**config.mk**
```make
export PLATFORM = sky130hd
export DESIGN_NAME = oscillator_warmup_counter
export DESIGN_NICKNAME = d
export VERILOG_FILES = /design/src/rtl/warmup_pkg.sv /design/src/rtl/source_tick_select.sv /design/src/rtl/oscillator_warmup_counter.sv
export SDC_FILE = /design/constraint.sdc
export NUM_CORES = 1
export LEC_CHECK = 0
export BUFFER_PORTS_ARGS = -buffer_cell sky130_fd_sc_hd__buf_4
export CAP_MARGIN = 30
export CORE_MARGIN = 3
export CORE_UTILIZATION = 43
export DETAILED_ROUTE_END_ITERATION = 16
export GPL_ROUTABILITY_DRIVEN = 0
export PLACE_DENSITY = 0.75
export SLEW_MARGIN = 10
export SYNTH_ARGS = -nofsm -noshare
export SYNTH_HDL_FRONTEND = slang
export SYNTH_SLANG_ARGS = --single-unit
```
**constraint.sdc**
```tcl
create_clock -name ref_clk -period 1.6 [get_ports ref_clk]
set_clock_uncertainty 0.05 [all_clocks]
set_input_delay 0.08 -clock ref_clk [delete_from_list [all_inputs] [get_ports ref_clk]]
set_output_delay 0.08 -clock ref_clk [all_outputs]
set_load 0.01 [all_outputs]
```
**src/rtl/warmup_pkg.sv**
```systemverilog
package warmup_pkg;

    // ------------------------------------------------------------
    // Upper timer control fields
    // ------------------------------------------------------------
    localparam int UPPER_INIT_BIT = 7;
    localparam int UPPER_RUN_BIT = 3;
    localparam int UPPER_MODE_LSB = 0;
    localparam logic [2:0] UPPER_MODE_WARMUP = 3'h5;
    localparam logic [7:0] UPPER_CTRL_RESET = 8'h00;

    // ------------------------------------------------------------
    // Lower timer control fields
    // ------------------------------------------------------------
    localparam int LOWER_INIT_BIT = 7;
    localparam int LOWER_SRC_LSB = 4;
    localparam int LOWER_MODE_LSB = 0;
    localparam logic [2:0] LOWER_SRC_SLOW = 3'h4;
    localparam logic [2:0] LOWER_SRC_FAST = 3'h6;
    localparam logic [2:0] LOWER_MODE_CASCADE = 3'h3;
    localparam logic [7:0] LOWER_CTRL_RESET = 8'h00;

    // ------------------------------------------------------------
    // Compare limits and reset values
    // ------------------------------------------------------------
    localparam logic [7:0] COMPARE_HIGH_MIN = 8'h01;
    localparam logic [7:0] COMPARE_HIGH_MAX = 8'hff;
    localparam logic [15:0] COMPARE_RESET = 16'hff00;
    localparam logic [15:0] COUNT_RESET = 16'h0000;

    typedef enum logic [1:0] {
        SRC_NONE,
        SRC_SLOW,
        SRC_FAST
    } source_t;

endpackage

```
**src/rtl/source_tick_select.sv**
```systemverilog
`timescale 1ns/1ps
// Picks the count enable of the selected source clock; registered so the
// count edge never depends on a same-cycle control write.
module source_tick_select (
    input wire logic ref_clk,
    input wire logic rst_n,
    input wire warmup_pkg::source_t source,
    input wire logic slow_clock_tick,
    input wire logic fast_clock_tick,
    output logic tick
);

    typedef struct packed {
        logic tick;
    } state_t;

    state_t state;
    state_t next_state;

    always_comb begin
        next_state = state;
        unique case (source)
            warmup_pkg::SRC_SLOW: next_state.tick = slow_clock_tick;
            warmup_pkg::SRC_FAST: next_state.tick = fast_clock_tick;
            default: next_state.tick = 1'b0;
        endcase
    end

    always_ff @(posedge ref_clk) begin
        if (!rst_n) begin
            state <= '0;
        end else begin
            state <= next_state;
        end
    end

    assign tick = state.tick;

endmodule

```
**src/rtl/oscillator_warmup_counter.sv**
```systemverilog
`timescale 1ns/1ps
// Summary of operation
// Software enables slow oscillator before slow warm-up.
// Software enables fast oscillator before fast warm-up.
// Setting the upper run bit starts counting.
// On compare match clear counter, pulse interrupt.
// Slow switch: stop timer, select slow, stop fast.
// Fast switch: stop timer, select fast, stop slow.
// Lower control 43H: slow source, cascade mode.
// Lower control 63H: fast source, cascade mode.
// Upper control 05H selects warm-up mode.
// Compare range 0100H to FF00H.
// Same range gives fast-clock warm-up times.
// Only the compare upper byte is matched.
// Software keeps both flip-flop init bits zero.
// Clearing run bit stops and holds the count.
module oscillator_warmup_counter #(
    parameter int COUNT_WIDTH = 16
) (
    input wire logic ref_clk,
    input wire logic rst_n,
    input wire logic upper_timer_control_write,
    input wire logic [7:0] upper_timer_control_data,
    input wire logic lower_timer_control_write,
    input wire logic [7:0] lower_timer_control_data,
    input wire logic warmup_compare_write,
    input wire logic [15:0] warmup_compare_data,
    input wire logic slow_clock_tick,
    input wire logic fast_clock_tick,
    output logic timer_match_irq,
    output logic upper_timer_run,
    output logic warmup_active,
    output logic [15:0] count_value,
    output logic [7:0] upper_timer_control,
    output logic [7:0] lower_timer_control,
    output logic [7:0] warmup_compare_high,
    output logic [7:0] warmup_compare_low
);

    // ------------------------------------------------------------
    // Elaboration checks
    // ------------------------------------------------------------
    // The match compares one upper byte against a 16-bit count; other
    // widths would break the documented warm-up times.
    if (COUNT_WIDTH != 16) begin : g_width_check
        $error("oscillator_warmup_counter: COUNT_WIDTH must be 16");
    end
    // The source field must tell the two clocks apart, or one warm-up
    // direction would count on the wrong oscillator
    if (warmup_pkg::LOWER_SRC_SLOW == warmup_pkg::LOWER_SRC_FAST) begin : g_source_check
        $error("oscillator_warmup_counter: source codes must differ");
    end
    // A zero minimum would let a zero compare match on the first tick
    if (warmup_pkg::COMPARE_HIGH_MIN == 8'h00) begin : g_min_check
        $error("oscillator_warmup_counter: compare minimum must be nonzero");
    end
    if (warmup_pkg::COMPARE_HIGH_MIN > warmup_pkg::COMPARE_HIGH_MAX) begin : g_range_check
        $error("oscillator_warmup_counter: compare minimum above maximum");
    end
    // The run bit must sit outside the mode field so that the set-up code
    // and the start code decode to the same mode
    if (warmup_pkg::UPPER_RUN_BIT < warmup_pkg::UPPER_MODE_LSB + 3) begin : g_run_check
        $error("oscillator_warmup_counter: run bit overlaps mode field");
    end

    // ------------------------------------------------------------
    // State
    // ------------------------------------------------------------
    typedef struct packed {
        logic [7:0] upper_ctrl;
        logic [7:0] lower_ctrl;
        logic [7:0] cmp_high;
        logic [7:0] cmp_low;
        logic [15:0] count;
        logic irq;
        logic active;
    } state_t;

    state_t state;
    state_t next_state;

    warmup_pkg::source_t source;
    logic tick;
    logic mode_ok;
    logic run;
    logic [7:0] match_high;
    logic [2:0] upper_mode;
    logic [2:0] lower_mode;
    logic [2:0] lower_source;
    logic at_match;
    logic count_enable;
    logic [15:0] count_plus_one;

    // ------------------------------------------------------------
    // Control field views
    // ------------------------------------------------------------
    // Bit 7 of each control byte is a flip-flop init bit; warm-up mode
    // drives no timer output, so it is kept for readback only
    assign upper_mode = state.upper_ctrl[warmup_pkg::UPPER_MODE_LSB +: 3];
    assign lower_mode = state.lower_ctrl[warmup_pkg::LOWER_MODE_LSB +: 3];
    assign lower_source = state.lower_ctrl[warmup_pkg::LOWER_SRC_LSB +: 3];
    assign run = state.upper_ctrl[warmup_pkg::UPPER_RUN_BIT];

    // ------------------------------------------------------------
    // Mode decode
    // ------------------------------------------------------------
    // An unlisted source code selects no tick, so the count cannot start
    always_comb begin
        unique case (lower_source)
            warmup_pkg::LOWER_SRC_SLOW: source = warmup_pkg::SRC_SLOW;
            warmup_pkg::LOWER_SRC_FAST: source = warmup_pkg::SRC_FAST;
            default: source = warmup_pkg::SRC_NONE;
        endcase
    end

    // Warm-up needs both halves configured: upper in warm-up, lower cascaded
    assign mode_ok = (upper_mode == warmup_pkg::UPPER_MODE_WARMUP)
                     && (lower_mode == warmup_pkg::LOWER_MODE_CASCADE);

    // ------------------------------------------------------------
    // Match detection
    // ------------------------------------------------------------
    // A zero upper byte would match at once; it is raised to the minimum
    assign match_high = (state.cmp_high < warmup_pkg::COMPARE_HIGH_MIN)
                        ? warmup_pkg::COMPARE_HIGH_MIN : state.cmp_high;
    // Only the upper byte decides: the count's low byte is zero at the
    // match point and the stored low compare byte takes no part
    assign at_match = (state.count == {match_high, 8'h00});
    // The stored run bit gates each tick, so a stop write holds the count
    // from the edge after the one that stores it, including a tick already in the selector
    assign count_enable = state.active && run && tick;
    assign count_plus_one = state.count + 16'h0001;

    // ------------------------------------------------------------
    // Source selection
    // ------------------------------------------------------------
    // The selector registers the tick, which costs one edge of latency but
    // keeps a same-cycle control write out of the count path
    source_tick_select u_tick (
        .ref_clk(ref_clk),
        .rst_n(rst_n),
        .source(source),
        .slow_clock_tick(slow_clock_tick),
        .fast_clock_tick(fast_clock_tick),
        .tick(tick)
    );

    // ------------------------------------------------------------
    // Next state
    // ------------------------------------------------------------
    always_comb begin
        next_state = state;
        next_state.irq = 1'b0;
        if (upper_timer_control_write) begin
            next_state.upper_ctrl = upper_timer_control_data;
        end
        if (lower_timer_control_write) begin
            next_state.lower_ctrl = lower_timer_control_data;
        end
        if (warmup_compare_write) begin
            next_state.cmp_high = warmup_compare_data[15:8];
            next_state.cmp_low = warmup_compare_data[7:0];
        end
        // Qualified from the stored set-up, so it follows a write by one edge
        next_state.active = run && mode_ok && (source != warmup_pkg::SRC_NONE);
        // A stopped timer keeps its count, and no match can fire until it runs again
        if (count_enable) begin
            if (at_match) begin
                next_state.count = warmup_pkg::COUNT_RESET;
                next_state.irq = 1'b1;
            end else begin
                next_state.count = count_plus_one;
            end
        end
    end

    // ------------------------------------------------------------
    // Registers
    // ------------------------------------------------------------
    // With the compare upper byte at N the count reaches N*256 after that
    // many source ticks, and the next tick clears it and raises the match
    // pulse. An input tick reaches the count two edges after it is driven.
    // Rewriting the compare word while running takes effect at once; a
    // value already passed is met only after the count wraps, so firmware
    // should stop the timer before changing it.
    always_ff @(posedge ref_clk) begin
        if (!rst_n) begin
            // Compare starts at its largest setting, so a start without a
            // compare write still ends in a match
            state.upper_ctrl <= warmup_pkg::UPPER_CTRL_RESET;
            state.lower_ctrl <= warmup_pkg::LOWER_CTRL_RESET;
            state.cmp_high <= warmup_pkg::COMPARE_RESET[15:8];
            state.cmp_low <= warmup_pkg::COMPARE_RESET[7:0];
            state.count <= warmup_pkg::COUNT_RESET;
            state.irq <= 1'b0;
            state.active <= 1'b0;
        end else begin
            state <= next_state;
        end
    end

    // ------------------------------------------------------------
    // Outputs
    // ------------------------------------------------------------
    // Every output is a register field; nothing here adds logic
    assign timer_match_irq = state.irq;
    assign upper_timer_run = state.upper_ctrl[warmup_pkg::UPPER_RUN_BIT];
    assign warmup_active = state.active;
    assign count_value = state.count;
    assign upper_timer_control = state.upper_ctrl;
    assign lower_timer_control = state.lower_ctrl;
    assign warmup_compare_high = state.cmp_high;
    assign warmup_compare_low = state.cmp_low;

endmodule

```
==> results of run 1 <==
-- cells by family after synthesis --
family | count (synthesis) | share of synthesized area
flip-flops | 51 | 0.4605
multiplexers | 32 | 0.1445
AO/OA/AOI/OAI | 4 | 0.02201
AND/OR/NAND/NOR | 88 | 0.2212
adder cells (fa/ha/maj) | 5 | 0.02822
XOR/XNOR | 23 | 0.09086
buffers and inverters | 15 | 0.03273
-- stage by stage --
stage	instances	area [sq um]	setup slack (ns)	power (mW)
5_1_grt	425	3580	-0.1153	2.752
6_report	425	3580	-0.01790	2.646
3_3_place_gp	388	3133	0.03767	1.710
2_1_floorplan	218	2242	-0.04137	1.536
3_5_place_dp	388	3133	-0.01845	1.720
4_1_cts	425	3547	0.0002603	2.663
-- state kept, by name, indices dropped and copies added, names as in the netlist --
signal,cells
count_value,16
lower_timer_control,8
timer_match_irq,1
u_tick.tick,1
upper_timer_control,8
warmup_active,1
warmup_compare_high,8
warmup_compare_low,8
-- routing by layer --
| metal | wire, um | vias up | track usage |
|---|---|---|---|
| li1 | - | 1016 | - |
| met1 | 2474 | 944 | 0.2367 |
| met2 | 3026 | 68 | 0.3664 |
| met3 | 369 | 14 | 0.06148 |
| met4 | 149 | 0 | 0.08363 |
| met5 | 0 | - | 0 |
-- layout make-up --
cell class              instances  share of cell area
multi-input cells             152              0.3272
clock buffers                   7             0.03006
repair buffers                143              0.3230
inverters                       4            0.004194
well taps                      67             0.02342
flip-flops and latches         51              0.2898
clock inverters                 1            0.002447
-- worst min-delay path, stage by stage --
cell and delay (ns):
buf_4 0.08, mux2i_1 0.06, nor2b_1 0.10
-- report_power, final --
part	switching [mW]	internal (mW)
Sequential	0.0426	1.32
Combinational	0.151	0.246
Clock	0.438	0.452
-- what timing repair did --
action                                  4_1_cts  5_1_grt
gates resized for setup                       4        7
hold endpoints to repair                     28        0
hold buffers                                 28        0
pin swaps                                     1        1
endpoints found under the setup margin       16       18
gates cloned                                  0        0
buffers inserted                              1        0
-- cell usage in the layout, fill, tap and decap left out, types with 2 or more instances in the layout --
master	synthesis	layout
buf_4	2	114
xnor2_1	12	10
inv_1	4	3
nand4_1	7	7
nor2_1	17	17
clkbuf_8	0	6
dfxtp_2	0	7
xor2_1	11	11
nor3_1	5	5
nand2_1	15	15
and4_1	2	2
nor4b_2	0	2
dlygate4sd3_1	0	28
nand3b_1	2	2
xnor2_2	0	2
ha_1	5	5
nor4_4	1	2
nand3_1	5	5
mux2i_1	32	32
dfxtp_1	51	42
dfxtp_4	0	2
nor2b_1	24	24
and3_1	2	2
-- worst min-delay path by stage --
| stage | startpoint | slack, ns | depth (start not counted) | to |
|---|---|---|---|---|
| 3_3_place_gp | warmup_compare_data[8] | 0.24 | 3 | warmup_compare_high[0] |
| 2_1_floorplan | warmup_compare_data[14] | 0.16 | 2 | warmup_compare_high[6] |
| 3_5_place_dp | warmup_compare_data[11] | 0.25 | 3 | warmup_compare_high[3] |
| 6_report | warmup_compare_data[3] | 0.003 | 3 | warmup_compare_low[3] |
| 4_1_cts | warmup_compare_data[3] | 0.0006 | 3 | warmup_compare_low[3] |
| 5_1_grt | warmup_compare_data[3] | 0.003 | 3 | warmup_compare_low[3] |
==> results list, run 1 <==
* Power per Cell Area: between 700 and 800 nW/um^2
* Ports placed on the boundary: 90
- Area used by multi-input combinational logic: 1171 sq um
* Distinct cell type count after synthesis: 29
- Critical-path cell list: xnor2_2, nand4_1, o41ai_4, buf_12, nor2_1
- Type of the worst min-delay path: in -> reg
- CTS built an H-tree with a depth of 2.
- Of the available clock period, the critical path in the final layout requires 1.011.
- Starting density of the core: 0.4573
- Initial detailed-routing violation count: 59
- After detailed routing, the number of vias per cell comes to 4.805.
- Registers take between 1000 and 1500 sq um.
* Maximum number of pins on one net before global-route repair: 23
- Worst flop-to-flop path endpoint: count_value[11]
- Final hold analysis gives a worst-case slack of roughly 0.003 ns.
- Setup repair after global routing could not meet its margin everywhere.
- In the routed design, unresolved DRC markers number 0.
- Critical Path Fanout Max: 16
- The layout has 359 filler cells.
- The analysis attributes to cell leakage a power of 1.676 nW.
- Global routing finished with a remaining overflow of 0.
- Fraction of layout instances using a drive strength above 1: 0.3966
- Subtracting the final worst setup slack from the clock period gives 1.618 ns.
- Sink count of the clock tree: slightly above 50
* Mapped Nets: 262
- The biggest area contributor in the post-synthesis netlist is dfxtp_1.
* Final Max Tran Viols: 0
- Max-capacitance violation count: 0
- Wire length of the first global-routing pass: 10,240 um
- FF+latch count, synth: between 50 and 60
- The routed design has 6020 um of wire.
- Critical path depth in cells: 5
* Yosys Warn Count: 0
- The critical path starts at warmup_compare_high[1].
- Dominant register cell in the synthesized netlist: dfxtp_1
- Type of destination of the critical path: flop
- Area growth from synthesis to layout: 61.46%
- Crit path DAT: 1.77 ns
- After floorplanning, the core was divided into 25 placement rows.
- For the worst setup path, the data required time is 1.75 ns.
- Cell at the root of the clock tree: clkbuf_8
- Via count of the first global-routing pass: 2,225
- By area the synthesized netlist is led by dfxtp_1 (46%), mux2i_1 (14%), nor2b_1 (6.8%).
- Capturing element of the worst setup path: count_value[11]
* Async set-or-reset flop fraction in the synthesized netlist: 0
- At the later pin of the worst-skew pair, clock insertion delay measures 0.30 ns.
- Die Footprint: 6054 sq um
- Worst Setup Slack, final: -0.01790 ns
- Die width: 77.81 um
- Based on the critical path, the design can be clocked at up to 618.1 MHz.
- Total via count after detailed routing: around 2,000
* Final Hold Fails: 0
- Worst setup SP type: flop
- Dividing the detail-routed wire length by the instance count gives 14.16 um.
- Setup violations remaining at the end of the flow were counted as 15.
- The run finished, with violations left.
- Number of synthesized flops with an enable pin: 0
- Broken down by cell family, the worst path's largest delay share belongs to compound AO/OA/AOI/OAI gates.
- Cell count after synthesis: 218
- Gr usage total: 0.2094
- Failing checks: setup timing
- Number of buffers between clock root and the deepest sink: 2
* Final standard cell utilization of the core: 0.7383
- Placed wire-length estimate: slightly above 4000 um
- Before antenna repair, the detailed router went through 4 iterations.
- Most frequent cells after synthesis: dfxtp_1 (51), mux2i_1 (32), nor2b_1 (24)
- Die Ht: 77.81 um
* Post-synth top area share: 0.4605
- In this run the mean area of a mapped cell was 10.17 sq um.
- The repair_antennas step left the layout with diodes totalling 0.
- TritonCTS built the clock tree.
* Proportion of synthesized chip area in sequential cells: 0.4605
- Post-Syn Area: 2217 sq um
- Worst Path Class, Setup: reg -> reg
* IO Port Bufs: just under 90
- Transition at the pin with the smallest max-transition slack: 0.3839 ns
- On the critical path, the stage with the largest delay is an instance of o41ai_4.
- Count of cells along the worst register-to-register path: 5
- Reg-to-reg slack, setup: -0.02 ns
- The core region is a little under 5000 sq um.
- The number of buffers and inverters on the critical path is 1.
- Number of antenna violations at the first check in global routing: 0
* Worst vdd ir: around 0.0005 V
- Worst R2R Start: warmup_compare_high[1]
- Cell with the most instances after synthesis: dfxtp_1
- Sum of negative setup slack: -0.09988 ns
* Clk slew on worst S/H paths: 0.09 ns
- Antenna viol nets, final: 0
- CTS buffer count: 5
* Number of nets in the layout: 401
- Measured against its own limit, the worst slew margin works out to 0.7421.
- Largest stage delay on the critical path: about 0.45 ns
Note: power is estimated with default switching activity, not from simulation.
==> run 2: changes to the inputs <==
--- a/config.mk
+++ b/config.mk
@@ -5,6 +5,7 @@
 export SDC_FILE = /design/constraint.sdc
 export NUM_CORES = 1
 export LEC_CHECK = 0
+export ABC_AREA = 1
 export BUFFER_PORTS_ARGS = -buffer_cell sky130_fd_sc_hd__buf_4
 export CAP_MARGIN = 30
 export CORE_MARGIN = 3
==> results list, run 2 <==
* Period utilisation layout: 0.8988 (was 1.011)
- Core Footprint: 4942 sq um (was 4848 sq um)
- Cell at the root of the clock tree: clkbuf_8 (unchanged)
* Post-route insts no fill: 496 (was 425)
- Post-synthesis cell type with the largest combined area: dfxtp_1 (unchanged)
- Proportion of synthesized chip area in sequential cells: 0.4461 (was 0.4605)
- The global route total overflow was 0 (unchanged).
- PnR Total Power: 2.676 mW (was 2.646 mW)
- Crit path DAT: 1.64 ns (was 1.77 ns)
- Number of failing setup endpoints in the final timing report: 0 (was 15)
- Async set-or-reset flop fraction in the synthesized netlist: 0 (unchanged)
* Via density per instance: 4.821 (was 4.805)
- Type of the worst min-delay path: in -> reg (unchanged)
- The clock group share of total power is 0.338 (was 0.336).
- Post-Syn Area: 2288 sq um (was 2217 sq um)
- Final Hold Fails: 0 (unchanged)
- Clk slew on worst S/H paths: 0.10 ns (was 0.09 ns)
* Area growth from synthesis to layout: 52.00% (was 61.46%)
- Sw Pwr: 661.4 uW (was 631.4 uW)
* Clock latency of the later-clocked register in the worst-skew pair: 0.31 ns (was 0.30 ns)
* Maximum number of pins on one net before global-route repair: 24 (was 23)
* Number of synthesized flops with an enable pin: 0 (unchanged)
- Post-synth top area share: 0.4461 (was 0.4605)
- Sink count of the clock tree: 51 (unchanged)
- Post-layout min period: 1.438 ns (was 1.618 ns)
- Clock tree from TritonCTS: built (unchanged)
- Cell with the most instances after synthesis: nor2_1 (was dfxtp_1)
* Initial detailed-routing violation count: 145 (was 59)
- The diode insertion count for antenna repair is 0 (unchanged).
- The peak supply drop was 0.0005558 V (was 0.0005148 V).
- Worst setup SP type: flop (unchanged)
- The maximum level of the CTS H-tree is 2 (unchanged).
* Most frequent cells after synthesis: nor2_1 (68), dfxtp_1 (51), nand2_1 (43) (was dfxtp_1 (51), mux2i_1 (32), nor2b_1 (24))
- Final standard cell utilization of the core: 0.7038 (was 0.7383)
* Type of destination of the critical path: flop (unchanged)
* Number of nets in the layout: 472 (was 401)
- Number of remaining DRC errors: 0 (unchanged)
- The antenna violation net count after detailed routing was 0 (unchanged).
- DRT Pass-1 Iters: 4 (unchanged)
* Number of standard-cell rows in the floorplan: 25 (unchanged)
- Placed wire-length estimate: 4398 um (was 4155 um)
- The flip-flop count of the largest register after layout came to 16 (unchanged).
* Cell count after synthesis: 303 (was 218)
* Highest-count cells in the layout ignoring fill and taps: buf_4 (96), nor2_1 (68), dfxtp_1 (50), nand2_1 (43), o21ai_0 (35) (was buf_4 (114), dfxtp_1 (42), mux2i_1 (32), dlygate4sd3_1 (28), nor2b_1 (24))
* Fraction of layout instances using a drive strength above 1: 0.2937 (was 0.3966)
* Net switching share of the total power: 0.2472 (was 0.2386)
* Starting density of the core: 0.4630 (was 0.4573)
- Gr usage total: 0.2153 (was 0.2094)
- Reported leakage power: 1.664 nW (was 1.676 nW)
* Commonest non-fill, non-tap cell in the layout: buf_4 (unchanged)
- Number of antenna violations at the first check in global routing: 0 (unchanged)
* Run status: finished clean (was finished with violations)
- The full die area is 6233 sq um (was 6054 sq um).
- Transition at the pin with the smallest max-transition slack: 0.4352 ns (was 0.3839 ns)
- Highest achievable clock rate: 695.4 MHz (was 618.1 MHz)
- Total via count after detailed routing: 2,391 (was 2,042)
- The number of clock buffers inserted by TritonCTS came to 5 (unchanged).
* Max-capacitance violation count: 0 (unchanged)
- The maximum root-to-sink buffer count was 2 (unchanged).
- Die Ht: 78.95 um (was 77.81 um)
- Hold slack final: 0.006153 ns (was 0.002926 ns)
- The headroom to the max-slew limit is 0.7095 (was 0.7421).
* Via count of the first global-routing pass: 2,303 (was 2,225)
- The maximum fanout along the worst path was 5 (was 16).
* Final Max Tran Viols: 0 (unchanged)
- The count of pins on the block boundary came to 90 (unchanged).
- The setup slack at placement is 0.1160 ns (was -0.01845 ns).
* CP required: 1.80 ns (was 1.75 ns)
* Distinct cell type count after synthesis: 31 (was 29)
* Power per Cell Area: 769.3 nW/um^2 (was 739.2 nW/um^2)
- Mapped Nets: 347 (was 262)
* Top cells by area, synth: dfxtp_1 (45%), nor2_1 (11%), o21ai_0 (7.7%) (was dfxtp_1 (46%), mux2i_1 (14%), nor2b_1 (6.8%))
- Inst Count DP: 456 (was 388)
* Yosys Warn Count: 0 (unchanged)
- Final routed wirelength across all metal layers: 6403 um (was 6020 um)
- The type of the setup path with the least slack is reg -> reg (unchanged).
- The fraction of power consumed by sequential logic is 0.512 (was 0.514).
- Dominant register cell in the synthesized netlist: dfxtp_1 (unchanged)
* Internal Pwr Total: 2.014 mW (was 2.015 mW)
- The smallest setup slack after layout was 0.1619 ns (was -0.01790 ns).
* Wire length of the first global-routing pass: 10,650 um (was 10,240 um)
- The die extent in x came to 78.95 um (was 77.81 um).
* FF+latch count, synth: 51 (unchanged)
* IO Port Bufs: 89 (unchanged)
- Part of the total power dissipated in combinational logic: 0.150 (about the same)
- Wire length per cell after detailed routing: 12.91 um (was 14.16 um)
- The number of fill cells came to 409 (was 359).
* Avg Inst Size Synth: 7.553 sq um (was 10.17 sq um)
## run 2: cell count changes after synthesis, sizes merged, moves of 3 or more
cell	previous run	this run
nand3	5	14
nand2	15	46
nand4	7	4
nor2	17	80
inv	4	26
mux2i	32	0
clkinv	0	3
o21ai	0	37
xnor2	12	3
nor2b	24	0
a21oi	2	8
## run 2: metrics by stage
| step | setup TNS (ns) | area [sq um] |
|---|---|---|
| after floorplan | 0 | 2288 |
| after global placement | 0 | 3034 |
| after detailed placement | 0 | 3034 |
| after CTS | 0 | 3467 |
| after global routing | -0.02699 | 3478 |
| final | 0 | 3478 |
## run 2: timing repair
item                                    in CTS  in global routing
buffers inserted                             0                  0
hold endpoints to repair                    31                  0
endpoints found under the setup margin       0                 12
gates resized for setup                      0                  3
hold buffers                                32                  0
## run 2: logic make-up after synthesis
| logic type | share of synthesized area |
|---|---|
| xor+xnor | 0.04593 |
| flops | 0.4461 |
| buf+inv | 0.07326 |
| fa+ha+maj | 0.02734 |
| simple gates | 0.3023 |
| compound gates | 0.1050 |
## run 2: final timing paths
check                               from                     end  slack [ns]  depth (start not counted)
min reg2reg       upper_timer_control[1]           warmup_active        0.42                          1
max reg2reg               count_value[1]         count_value[12]        0.16                          9
min          upper_timer_control_data[3]  upper_timer_control[3]       0.006                          3
max                       count_value[1]         count_value[12]        0.16                          9
## run 2: layout make-up
class                      instances  area [sq um]  area share
clock inverter                     3         43.79     0.01259
sequential                        51          1022      0.2939
tap                               67         83.83     0.02410
clock buffer                       5         68.82     0.01978
inverter                          29         108.9     0.03129
multi-input combinational        213          1110      0.3191
timing repair buffer             128          1041      0.2993
## run 2: critical path: stages, from the launching register on
cell and delay [ns]:
dfxtp_1 0.39, ha_1 0.21, nand3_2 0.10, nor2_4 0.15, nand2_4 0.09, nor2_8 0.13
nand3_2 0.07, nand2_1 0.06, nand2_1 0.06, nor2_2 0.09
## run 2: power by group through the flow
stage / sequential, mW / clock, mW / combinational (mW)
final: 1.37 / 0.905 / 0.402
after global placement: 1.39 / 0 / 0.327
after global routing: 1.38 / 0.972 / 0.443
after detailed placement: 1.40 / 0 / 0.331
after floorplan: 1.42 / 0 / 0.117
after CTS: 1.37 / 0.928 / 0.394
## run 2: per-layer routing
layer	track usage	up-vias	share of wire
li1	-	1202	-
met1	0.2595	1091	0.42
met2	0.3548	87	0.48
met3	0.07256	11	0.085
met4	0.08247	0	0.015
met5	0	-	0
==> run 3: changes to the inputs <==
--- a/config.mk
+++ b/config.mk
@@ -9,10 +9,10 @@
 export BUFFER_PORTS_ARGS = -buffer_cell sky130_fd_sc_hd__buf_4
 export CAP_MARGIN = 30
 export CORE_MARGIN = 3
-export CORE_UTILIZATION = 43
+export CORE_UTILIZATION = 29
 export DETAILED_ROUTE_END_ITERATION = 16
 export GPL_ROUTABILITY_DRIVEN = 0
-export PLACE_DENSITY = 0.75
+export PLACE_DENSITY = 0.54
 export SLEW_MARGIN = 10
 export SYNTH_ARGS = -nofsm -noshare
 export SYNTH_HDL_FRONTEND = slang
==> results list, run 3 (synthesis gave the netlist of run 2 again) <==
- The summed area of non-filler cells in the final layout is 3552 sq um (was 3478 sq um).
- Die width: 94.83 um (was 78.95 um)
- Via density per instance: 4.348 (was 4.821)
- The startpoint of the tightest hold check path is upper_timer_control_data[3] (unchanged).
- Antenna viol nets, final: 0 (unchanged)
- The area of the core region is 7447 sq um (was 4942 sq um).
- The routed length per instance is 11.95 um (was 12.91 um).
- The global route total overflow is 0 (unchanged).
- Die Ht: 94.83 um (was 78.95 um)
* Max-capacitance violation count: 0 (unchanged)
- The setup TNS after final layout came to 0 ns (unchanged).
- Power per Cell Area: 730.6 nW/um^2 (was 769.3 nW/um^2)
* Maximum number of pins on one net before global-route repair: 24 (unchanged)
- The portion of the clock cycle consumed by the worst path in the final layout is 0.8942 (was 0.8988).
- The full die area was 8993 sq um (was 6233 sq um).
* Internal Pwr Total: 1.950 mW (was 2.014 mW)
- The initial core utilization was 0.3073 (was 0.4630).
* Max transition margin: 0.6754 (was 0.7095)
* Clock share of power: 0.317 (was 0.338)
- Setup repair after global routing missed its margin: no
- Number of fill cells: 768 (was 409)
- Worst vdd ir: 0.0004564 V (was 0.0005558 V)
* Hold slack final: 0.01351 ns (was 0.006153 ns)
* Max stage delay cell, worst path: dfxtp_1 (unchanged)
* Highest achievable clock rate: 699.0 MHz (was 695.4 MHz)
- Inst Count DP: 491 (was 456)
- Worst Path Class, Setup: reg -> reg (unchanged)
- Final routed wirelength across all metal layers: 6355 um (was 6403 um)
- The area occupied by multi-input gates is 1111 sq um (was 1110 sq um).
* Sw Pwr: 645.7 uW (was 661.4 uW)
- The cell row count came to 31 (was 25).
- The clock net sink count came to 51 (unchanged).
* Area growth from synthesis to layout: 55.22% (was 52.00%)
- Number of nets in the layout: 476 (was 472)
* Via count of the first global-routing pass: 2,248 (was 2,303)
- The number of DRC violations after detailed-routing iteration 0 is 53 (was 145).
* Number of levels in the clock H-tree: 2 (unchanged)
- Transition at the pin with the smallest max-transition slack: 0.4863 ns (was 0.4352 ns)
* DRT Pass-1 Iters: 4 (unchanged)
- Ports placed on the boundary: 90 (unchanged)
- The placement-stage cell area came to 3109 sq um (was 3034 sq um).
* Worst R2R Start: count_value[1] (unchanged)
* Worst setup SP type: flop (unchanged)
* Clk slew on worst S/H paths: 0.09 ns (was 0.10 ns)
* Reported leakage power: 1.680 nW (was 1.664 nW)
* Number of failing setup endpoints in the final timing report: 0 (unchanged)
* Area used by sequential logic in the layout: 1022 sq um (unchanged)
- Cell at the root of the clock tree: clkbuf_8 (unchanged)
- IO Port Bufs: 89 (unchanged)
- The portion of total power attributed to combinational logic is 0.155 (was 0.150).
* Run status: finished clean (unchanged)
- Startpoint of the worst setup timing path: count_value[1] (unchanged)
- Family with the most delay on the worst path: simple AND/OR/NAND/NOR gates (unchanged)
- Critical-path cell list: ha_1, nand3_2, nor2_4, nand2_4, nor2_8, nand3_2, nand2_1, nand2_1, nor2_2 (unchanged)
* Number of buffers between clock root and the deepest sink: 2 (unchanged)
- Net switching share of the total power: 0.2488 (was 0.2472)
- The shortest clock period the worst path allows after layout came to 1.431 ns (was 1.438 ns).
- Highest-count cells in the layout ignoring fill and taps: buf_4 (98), nor2_1 (68), dfxtp_1 (50), nand2_1 (43), o21ai_0 (35) (was buf_4 (96), nor2_1 (68), dfxtp_1 (50), nand2_1 (43), o21ai_0 (35)).
- The remaining routing DRC violations was 0 (unchanged).
- Largest register FFs: 16 (unchanged)
* Critical Path Fanout Max: 5 (unchanged)
- The diode insertion count for antenna repair was 0 (unchanged).
* Wire length of the first global-routing pass: 10,250 um (was 10,650 um)
- Final Hold Fails: 0 (unchanged)
- The half-perimeter wire length after detailed placement was 4567 um (was 4398 um).
- The detailed-route via count was 2,313 (was 2,391).
* Clock latency of the later-clocked register in the worst-skew pair: 0.31 ns (about the same)
* Post-route insts no fill: 532 (was 496)
* Final standard cell utilization of the core: 0.4770 (was 0.7038)
- Fraction of layout instances using a drive strength above 1: 0.2979 (was 0.2937)
- The number of clock buffers inserted by TritonCTS is 5 (unchanged).
- Largest stage delay on the critical path: 0.39 ns (about the same)
- Final Max Tran Viols: 0 (unchanged)
- Sequential group share of total power: 0.528 (was 0.512)
* Gr usage total: 0.1440 (was 0.2153)
- The number of antenna violations at the first check in global routing is 0 (unchanged).
- Clock tree from TritonCTS: built (unchanged)
- Combined buffer and inverter count along the critical path: 0 (unchanged)
* Crit path DAT: 1.63 ns (was 1.64 ns)
* Commonest non-fill, non-tap cell in the layout: buf_4 (unchanged)
- Type of the worst min-delay path: in -> reg (unchanged)
- Type of destination of the critical path: flop (unchanged)
* CP required: 1.80 ns (about the same)
==> run 3: final cells by class <==
class                   instances  area share
multi-input cells             213      0.3128
repair buffers                132      0.3057
flip-flops and latches         51      0.2878
well taps                      99     0.03487
inverters                      29     0.03064
clock buffers                   8     0.02818
==> run 3: final timing paths <==
| check | end | slack, ns | depth (start not counted) |
|---|---|---|---|
| setup reg to reg | count_value[12] | 0.17 | 9 |
| hold / removal | upper_timer_control[3] | 0.01 | 3 |
| setup / recovery | count_value[12] | 0.17 | 9 |
| hold reg to reg | warmup_active | 0.42 | 1 |
==> run 3: tightest hold or removal path, cell delays in order <==
cell and delay, ns:
buf_4 0.07, o21ai_0 0.07, a21oi_1 0.11
==> run 3: routing by layer <==
layer | wire length (um) | share of wire | global-route usage
met4 | 76 | 0.012 | 0.04327
met5 | 0 | 0 | 0
met2 | 3049 | 0.48 | 0.2419
met3 | 392 | 0.062 | 0.03745
met1 | 2837 | 0.45 | 0.1804
==> run 3: metrics by stage <==
stage | setup WS, ns | power [mW]
after floorplan | 0.1846 | 1.532
after global placement | 0.1037 | 1.735
after detailed placement | 0.07017 | 1.735
after CTS | 0.03686 | 2.628
after global routing | 0.01907 | 2.718
final | 0.1693 | 2.595
==> run 3: power by group through the flow <==
stage	registers [mW]	clock network, mW	logic [mW]
final	1.37	0.823	0.403
after global routing	1.38	0.893	0.447
after CTS	1.37	0.857	0.403
after detailed placement	1.40	0	0.338
after global placement	1.40	0	0.339
after floorplan	1.42	0	0.117
==> run 3: what timing repair did <==
item | CTS | global route
setup endpoints to repair | 0 | 3
buffers inserted | 0 | 0
resized for setup | 0 | 3
endpoints found under the hold margin | 32 | 0
hold buffers | 33 | 0
